--- src/pkg/dmbag_pkg.sv ---
package dmbag_pkg;

  // ----------------------------------------------------------------------
  // address shape
  // ----------------------------------------------------------------------
  localparam int BANK_W = 4;
  localparam int LOC_W  = 8;
  localparam int ADDR_W = 12;

  // ----------------------------------------------------------------------
  // bank numbers
  // ----------------------------------------------------------------------
  localparam logic [3:0] BANK_0  = 4'h0;
  localparam logic [3:0] BANK_1  = 4'h1;
  localparam logic [3:0] BANK_2  = 4'h2;
  localparam logic [3:0] BANK_3  = 4'h3;
  localparam logic [3:0] BANK_15 = 4'hF;

  // ----------------------------------------------------------------------
  // map landmarks
  // ----------------------------------------------------------------------
  localparam logic [7:0] LOC_HALF      = 8'h80;
  localparam logic [7:0] DISP_FIRST    = 8'hE0;
  localparam logic [7:0] WREG_LAST     = 8'h07;
  localparam logic [7:0] SEQBUF_FIRST  = 8'hC0;
  localparam logic [7:0] SEQBUF_LAST   = 8'hC3;
  localparam logic [5:0] PBIT_TOP      = 6'h3F;
  localparam logic [7:0] FBIT_IRQ_BASE = 8'hB0;
  localparam logic [7:0] FBIT_PORT_BASE = 8'hF0;
  localparam logic       BWS_RESET     = 1'b0;

  // ----------------------------------------------------------------------
  // access modes
  // ----------------------------------------------------------------------
  typedef enum logic [3:0] {
    DMBAG_DIRECT   = 4'h0,
    DMBAG_IND_MAIN = 4'h1,
    DMBAG_IND_SEC  = 4'h2,
    DMBAG_IND_MIX  = 4'h3,
    DMBAG_FBIT     = 4'h4,
    DMBAG_PBIT     = 4'h5,
    DMBAG_HBIT     = 4'h6,
    DMBAG_STACK    = 4'h7
  } dmbag_mode_e;

endpackage : dmbag_pkg

--- src/dmbag_addr_gen.sv ---
// Summary of operation
// - switch clear: bank0 low, bank15 high halves
// - switch set: bank from register upper nibble
// - banks 0,1,15 always; 2,3 large only
// - RAM banks hold 256 nibbles each
// - bank1 top 32 nibbles feed display
// - eight working nibbles at bank0 from 00H
// - bank15 upper peripherals except C0H-C3H buffer RAM, lower no RAM
// - direct operand: switch clear splits by offset
// - main pair indirect uses bank controls
// - alternate pairs always use bank 0
// - fixed-bank bits always in bank 15
// - pointer bits at FC0H-FFFH from operand, L
// - high pointer nibble plus operand nibble
// - stack always bank 0 at pointer
// - direct peripheral needs switch clear or bank15
// - indirect peripheral needs switch set, bank15
// - switch reloaded from reset, interrupt vectors
`timescale 1ns/1ns
`default_nettype none
module dmbag_addr_gen
  import dmbag_pkg::*;
#(
  parameter bit LARGE_RAM = 1'b0
) (
  input  wire logic        clk,
  input  wire logic        rst,
  input  wire logic        vec_load,
  input  wire logic        vec_switch,
  input  wire logic        bank_reg_we,
  input  wire logic [7:0]  bank_reg_wdata,
  input  wire logic        req,
  input  wire logic [3:0]  mode,
  input  wire logic        byte_acc,
  input  wire logic [7:0]  operand,
  input  wire logic [7:0]  pointer_pair_main,
  input  wire logic [7:0]  pointer_pair_second,
  input  wire logic [7:0]  pointer_pair_mixed,
  input  wire logic [7:0]  stack_ptr,
  output logic             bank_window_switch,
  output logic [7:0]       bank_register,
  output logic             addr_valid,
  output logic [11:0]      addr,
  output logic [1:0]       bit_sel,
  output logic             is_ram,
  output logic             is_periph,
  output logic             is_display,
  output logic             is_wreg,
  output logic             access_err
);

  // ----------------------------------------------------------------------
  // bank controls
  // ----------------------------------------------------------------------
  logic [3:0] bank_number_field;
  assign bank_number_field = bank_register[7:4];

  // reset and every vector fetch carry their own switch value
  always_ff @(posedge clk or posedge rst) begin
    if (rst) begin
      bank_window_switch <= BWS_RESET;
    end else if (vec_load) begin
      bank_window_switch <= vec_switch;
    end
  end

  // only the upper nibble matters here, the low nibble is carried along
  always_ff @(posedge clk or posedge rst) begin
    if (rst) begin
      bank_register <= 8'h00;
    end else if (bank_reg_we) begin
      bank_register <= bank_reg_wdata;
    end
  end

  // ----------------------------------------------------------------------
  // mode decode
  // ----------------------------------------------------------------------
  // the high-pointer bit form counts as direct for the peripheral rule
  logic mode_direct;
  logic mode_main;
  logic mode_hbit;

  assign mode_main   = (dmbag_mode_e'(mode) == DMBAG_IND_MAIN);
  assign mode_hbit   = (dmbag_mode_e'(mode) == DMBAG_HBIT);
  assign mode_direct = (dmbag_mode_e'(mode) == DMBAG_DIRECT) || mode_hbit;

  // ----------------------------------------------------------------------
  // address formation
  // ----------------------------------------------------------------------
  logic [3:0] next_bank;
  logic [7:0] next_loc;
  logic [1:0] next_bit;
  logic       next_indirect_main;
  logic [3:0] ctl_bank;
  logic [7:0] ctl_loc;

  // the split reads its own copy of the location, so the bank choice
  // never loops back through the location mux
  always_comb begin
    if (mode_main) begin
      ctl_loc = pointer_pair_main;
    end else if (mode_hbit) begin
      ctl_loc = {pointer_pair_main[7:4], operand[3:0]};
    end else begin
      ctl_loc = operand;
    end
  end

  // switch clear: bank 0 below the split, bank 15 at and above
  always_comb begin
    if (!bank_window_switch) begin
      ctl_bank = (ctl_loc < LOC_HALF) ? BANK_0 : BANK_15;
    end else begin
      ctl_bank = bank_number_field;
    end
  end

  always_comb begin
    next_bank          = BANK_0;
    next_loc           = operand;
    next_bit           = operand[1:0];
    next_indirect_main = 1'b0;
    case (dmbag_mode_e'(mode))
      DMBAG_DIRECT: begin
        next_loc = operand;
        next_bank = ctl_bank;
      end
      DMBAG_IND_MAIN: begin
        next_loc = pointer_pair_main;
        next_bank = ctl_bank;
        next_indirect_main = 1'b1;
      end
      DMBAG_IND_SEC: begin
        next_loc = pointer_pair_second;
        next_bank = BANK_0;
      end
      DMBAG_IND_MIX: begin
        next_loc = pointer_pair_mixed;
        next_bank = BANK_0;
      end
      DMBAG_FBIT: begin
        // operand[4] picks the port group over the flag group
        next_loc = {(operand[4] ? FBIT_PORT_BASE[7:4] : FBIT_IRQ_BASE[7:4]),
                    operand[3:0]};
        next_bank = BANK_15;
        next_bit = operand[1:0];
      end
      DMBAG_PBIT: begin
        // operand upper bits set the 4-nibble group, L picks within it
        next_loc = {PBIT_TOP[5:4], operand[5:2],
                    pointer_pair_main[3:2]};
        next_bank = BANK_15;
        next_bit = pointer_pair_main[1:0];
      end
      DMBAG_HBIT: begin
        next_loc = {pointer_pair_main[7:4], operand[3:0]};
        next_bank = ctl_bank;
        next_bit = operand[1:0];
      end
      DMBAG_STACK: begin
        next_loc = stack_ptr;
        next_bank = BANK_0;
      end
      default: begin
        next_loc = operand;
        next_bank = BANK_0;
      end
    endcase
  end

  // ----------------------------------------------------------------------
  // map decode
  // ----------------------------------------------------------------------
  logic bank_ram;
  logic periph;
  logic seqbuf;
  logic next_err;

  always_comb begin
    // large variant only adds banks 2 and 3
    if (next_bank == BANK_0 || next_bank == BANK_1) begin
      bank_ram = 1'b1;
    end else if (next_bank == BANK_2 || next_bank == BANK_3) begin
      bank_ram = LARGE_RAM;
    end else begin
      bank_ram = 1'b0;
    end
  end

  // the sequential buffer is the only RAM above the bank 15 split
  assign periph = (next_bank == BANK_15) && (next_loc >= LOC_HALF);
  assign seqbuf = periph && (next_loc >= SEQBUF_FIRST)
                  && (next_loc <= SEQBUF_LAST);

  always_comb begin
    next_err = 1'b0;
    if (next_bank == BANK_15 && next_loc < LOC_HALF) begin
      next_err = 1'b1;
    end else if (!bank_ram && next_bank != BANK_15) begin
      next_err = 1'b1;
    end else if (periph && mode_direct && bank_window_switch
                 && bank_number_field != BANK_15) begin
      next_err = 1'b1;
    end else if (periph && next_indirect_main
                 && (!bank_window_switch
                     || bank_number_field != BANK_15)) begin
      next_err = 1'b1;
    end else if (byte_acc && next_loc[0]) begin
      // odd byte address flagged, not silently realigned
      next_err = 1'b1;
    end
  end

  // ----------------------------------------------------------------------
  // registered address
  // ----------------------------------------------------------------------
  logic [11:0] next_addr;
  assign next_addr = {next_bank, next_loc};

  always_ff @(posedge clk or posedge rst) begin
    if (rst) begin
      addr_valid <= 1'b0;
    end else begin
      addr_valid <= req;
    end
  end

  always_ff @(posedge clk or posedge rst) begin
    if (rst) begin
      addr <= 12'h000;
    end else begin
      addr <= next_addr;
    end
  end

  always_ff @(posedge clk or posedge rst) begin
    if (rst) begin
      bit_sel <= 2'h0;
    end else begin
      bit_sel <= next_bit;
    end
  end

  // ----------------------------------------------------------------------
  // registered map flags
  // ----------------------------------------------------------------------
  // a flag only rises for a cycle that carried a request
  always_ff @(posedge clk or posedge rst) begin
    if (rst) begin
      is_ram <= 1'b0;
    end else begin
      is_ram <= req && ((bank_ram && !next_err) || seqbuf);
    end
  end

  always_ff @(posedge clk or posedge rst) begin
    if (rst) begin
      is_periph <= 1'b0;
    end else begin
      is_periph <= req && periph && !seqbuf && !next_err;
    end
  end

  // display nibbles stay plain RAM, so no refusal is tied to them
  always_ff @(posedge clk or posedge rst) begin
    if (rst) begin
      is_display <= 1'b0;
    end else begin
      is_display <= req && next_bank == BANK_1
                    && next_loc >= DISP_FIRST;
    end
  end

  always_ff @(posedge clk or posedge rst) begin
    if (rst) begin
      is_wreg <= 1'b0;
    end else begin
      is_wreg <= req && next_bank == BANK_0
                 && next_loc <= WREG_LAST;
    end
  end

  always_ff @(posedge clk or posedge rst) begin
    if (rst) begin
      access_err <= 1'b0;
    end else begin
      access_err <= req && next_err;
    end
  end

endmodule : dmbag_addr_gen
`default_nettype wire

--- config.mk ---
export PLATFORM = sky130hd
export DESIGN_NAME = dmbag_addr_gen
export DESIGN_NICKNAME = d
export VERILOG_FILES = /design/src/pkg/dmbag_pkg.sv /design/src/dmbag_addr_gen.sv
export SDC_FILE = /design/constraint.sdc
export NUM_CORES = 1
export LEC_CHECK = 0
export BUFFER_PORTS_ARGS = -buffer_cell sky130_fd_sc_hd__buf_2
export CORE_ASPECT_RATIO = 1.75
export CORE_UTILIZATION = 42
export DETAILED_ROUTE_END_ITERATION = 7
export PLACE_DENSITY = 0.77
export SLEW_MARGIN = 20
export SYNTH_ARGS = -nofsm -noshare
export SYNTH_HDL_FRONTEND = slang
export SYNTH_SLANG_ARGS = --single-unit
--- constraint.sdc ---
create_clock -name clk -period 1.68 [get_ports clk]
set_clock_uncertainty 0.05 [all_clocks]
set_input_delay 0.168 -clock clk [delete_from_list [all_inputs] [get_ports clk]]
set_output_delay 0.168 -clock clk [all_outputs]
set_load 0.005 [all_outputs]
==> out/qor.csv <==
metric,value,unit
drive_above_1_share,54.23,%
io_pins,88,
crit_required,1.82,ns
vias,1877,
synthArstFlopShare,100.0,%
fp.dieH,88.53,µm
syn_area,1797,µm²
mostFrequentLayoutCells,"85 x buf_2, 53 x buf_4, 29 x dfrtp_1",
path_cells,buf_2 -> buf_4 -> mux2i_1 -> nor3_1 -> o32a_1 -> a21boi_1 -> buf_4 -> a21o_1 -> a21boi_1,
path_clk_slew,0.06,ns
wire_per_inst,13.75,µm
final_common_cell,buf_2,
slew_headroom,76.73,%
arrival,1.82,ns
ys_ff_latch,29,
dr.pass1.iters,4,
p_leak,1.415,nW
period_needed,1.680,ns
grt_pass1_wl,7.955,mm
setup_ws,-0.0001741,ns
worst-path-max-fanout,11,
cts_buffers,5,
synth_xor_area_share,0,%
start_kind,input pin,
area_growth,52.58,%
portBuffers,87,
gr-usage-met1,23.22,%
synth_edf_count,0,
clock-sinks,29,
power,1.858,mW
grt_use_met2,46.04,%
stdcell_count,368,
grt_usage,23.54,%
syn_avg_cell_area,9.927,µm²
dp_slack,-0.2776,ns
largest_register,addr,
failed_checks,setup timing,
ys.flop_type,dfrtp_1,
dp_hpwl,4.022,mm
largest_reg_flops,12,
powerDensity,677.6,nW/µm²
design.die.area,4554,µm²
grt_use_met3,2.234,%
grt-busiest-layer,met2,
cpMaxStageDelayCell,o32a_1,
synth_compound_area_share,18.66,%
grt_max_degree,30,
dp_cells,357,
place.gp.congestion,0.9036,
core-area,4111,µm²
setup_violations,1,
fmaxAchievable,595.2,MHz
cts_tree,done,
nets,377,
yosysSeqAreaShare,40.39,%
synthAdderAreaFrac,0,%
reg.largest.list,"addr x12, bank_register x8, bit_sel x2",
viasPerCell,5.101,
synth_cell_types,49,
worstSetupEndpointType,flip-flop,
crit_type,in2reg,
synthesis.nets,240,
wl,5.060,mm
syn_inst,181,
antennaDiodeCount,0,
ir_drop,601.8,µV
muxShareOfSynthArea,11.98,%
ant_nets,0,
fin_crit_sh,100.0,%
clk_latency,0.28,ns
cts_buffer_depth,2,
max_stage_delay,0.39,ns
synthSimpleGateAreaFrac,21.59,%
grt_pass1_vias,1873,
fin_util,66.68,%
outcome,"finished, violations left",
clock-root-buffer,clkbuf_8,
first_iter_violations,24,
worst_pin_slew,0.3490,ns
grt.overflow.total,0,
antenna_found_initial,0,
rsz0062_at_grt,true,
start_util,43.70,%
synth_top_family_by_area,simple AND/OR/NAND/NOR gates,
rows,31,
ys.warnings.count,0,
fp.dieW,51.44,µm
drv_slew,0,
drc,0,
finalHoldViolations,0,
drv_cap,0,
cts-htree-levels,2,
hp-class,in2reg,
[cell usage after synthesis, types with 2 or more instances]
master,count,area [µm²]
nand2b_1,6,37.54
buf_6,5,56.30
nor2_1,9,33.78
clkbuf_1,3,11.26
or2_2,2,12.51
buf_4,2,15.01
nor4_1,2,12.51
or3_1,2,12.51
mux2_2,10,112.6
o21bai_1,2,15.01
inv_2,2,7.510
a211oi_1,2,15.01
nand4_1,2,12.51
o211ai_1,2,15.01
mux2i_1,8,80.08
nor2b_1,8,50.05
nand3_1,5,25.02
a21boi_1,2,15.01
nand2_1,11,41.29
dfrtp_1,29,725.7
o32a_1,3,30.03
o21ai_1,2,10.01
and3_1,6,37.54
a21oi_1,8,40.04
o21ai_0,8,40.04
a21o_1,2,15.01
nor3b_1,2,15.01
o21a_1,2,15.01
a31oi_1,2,12.51
nor3_1,5,25.02
o221ai_1,2,17.52
or2_1,3,18.77
inv_1,6,22.52
[where the power goes]
part	total, mW	switching, mW	internal (mW)
registers	0.777	0.0197	0.757
logic	0.548	0.249	0.299
clock network	0.532	0.247	0.286
total	1.86	0.516	1.34
[critical path, delay by kind of cell]
kind | cells | cell delay [ns]
compound gates | 4 | 0.87
buf+inv | 3 | 0.52
mux | 1 | 0.19
simple gates | 1 | 0.07
[layer usage]
| layer | routed length [µm] | vias up |
|---|---|---|
| met4 | 153 | 0 |
| li1 | - | 935 |
| met3 | 174 | 13 |
| met2 | 2929 | 61 |
| met5 | 0 | - |
| met1 | 1803 | 868 |
[cell type report]
cell class | instances | area (µm²)
sequential | 29 | 725.7
timing repair buffer | 142 | 859.6
inverter | 8 | 30.03
multi-input combinational | 132 | 982.2
fill | 368 | 1370
tap | 49 | 61.31
clock inverter | 2 | 10.01
clock buffer | 6 | 72.57
[path summary, 6_finish.rpt]
kind / slack [ns] / cells after the start / to / startpoint
setup / recovery: -0.0002 / 9 / access_err / mode[0]
hold / removal: 0.04 / 1 / addr_valid / req
setup reg to reg: -0.0002 / 7 / access_err / bank_register[4]
hold reg to reg: 0.46 / 1 / bank_register[0] / bank_register[0]
max in group asynchronous: 0.87 / 4 / bank_register[3] / rst
min in group asynchronous: 0.44 / 4 / bit_sel[1] / rst
[timing repair]
action | in CTS | in global routing
endpoints found under the setup margin | 1 | 4
pin swaps | 1 | 6
endpoints found under the hold margin | 29 | 0
setup buffers | 1 | 1
hold buffers | 1 | 0
gates resized for setup | 1 | 8
[cell families after synthesis]
| logic type | Yosys count |
|---|---|
| simple gates | 67 |
| compound gates | 46 |
| mux | 19 |
| flops | 29 |
| buf+inv | 20 |
[stage by stage]
stage / TNS [ns] / cell area (µm²) / hold slack [ns]
floorplan: -0.1192 / 1802 / 0.1494
global placement: -0.8831 / 2586 / 0.1852
detailed placement: -1.079 / 2586 / 0.1963
CTS: 0 / 2693 / 0.01698
global route: -0.3568 / 2741 / 0.02822
finish: -0.0001741 / 2741 / 0.03573
Power figures use the tool's default switching activity.
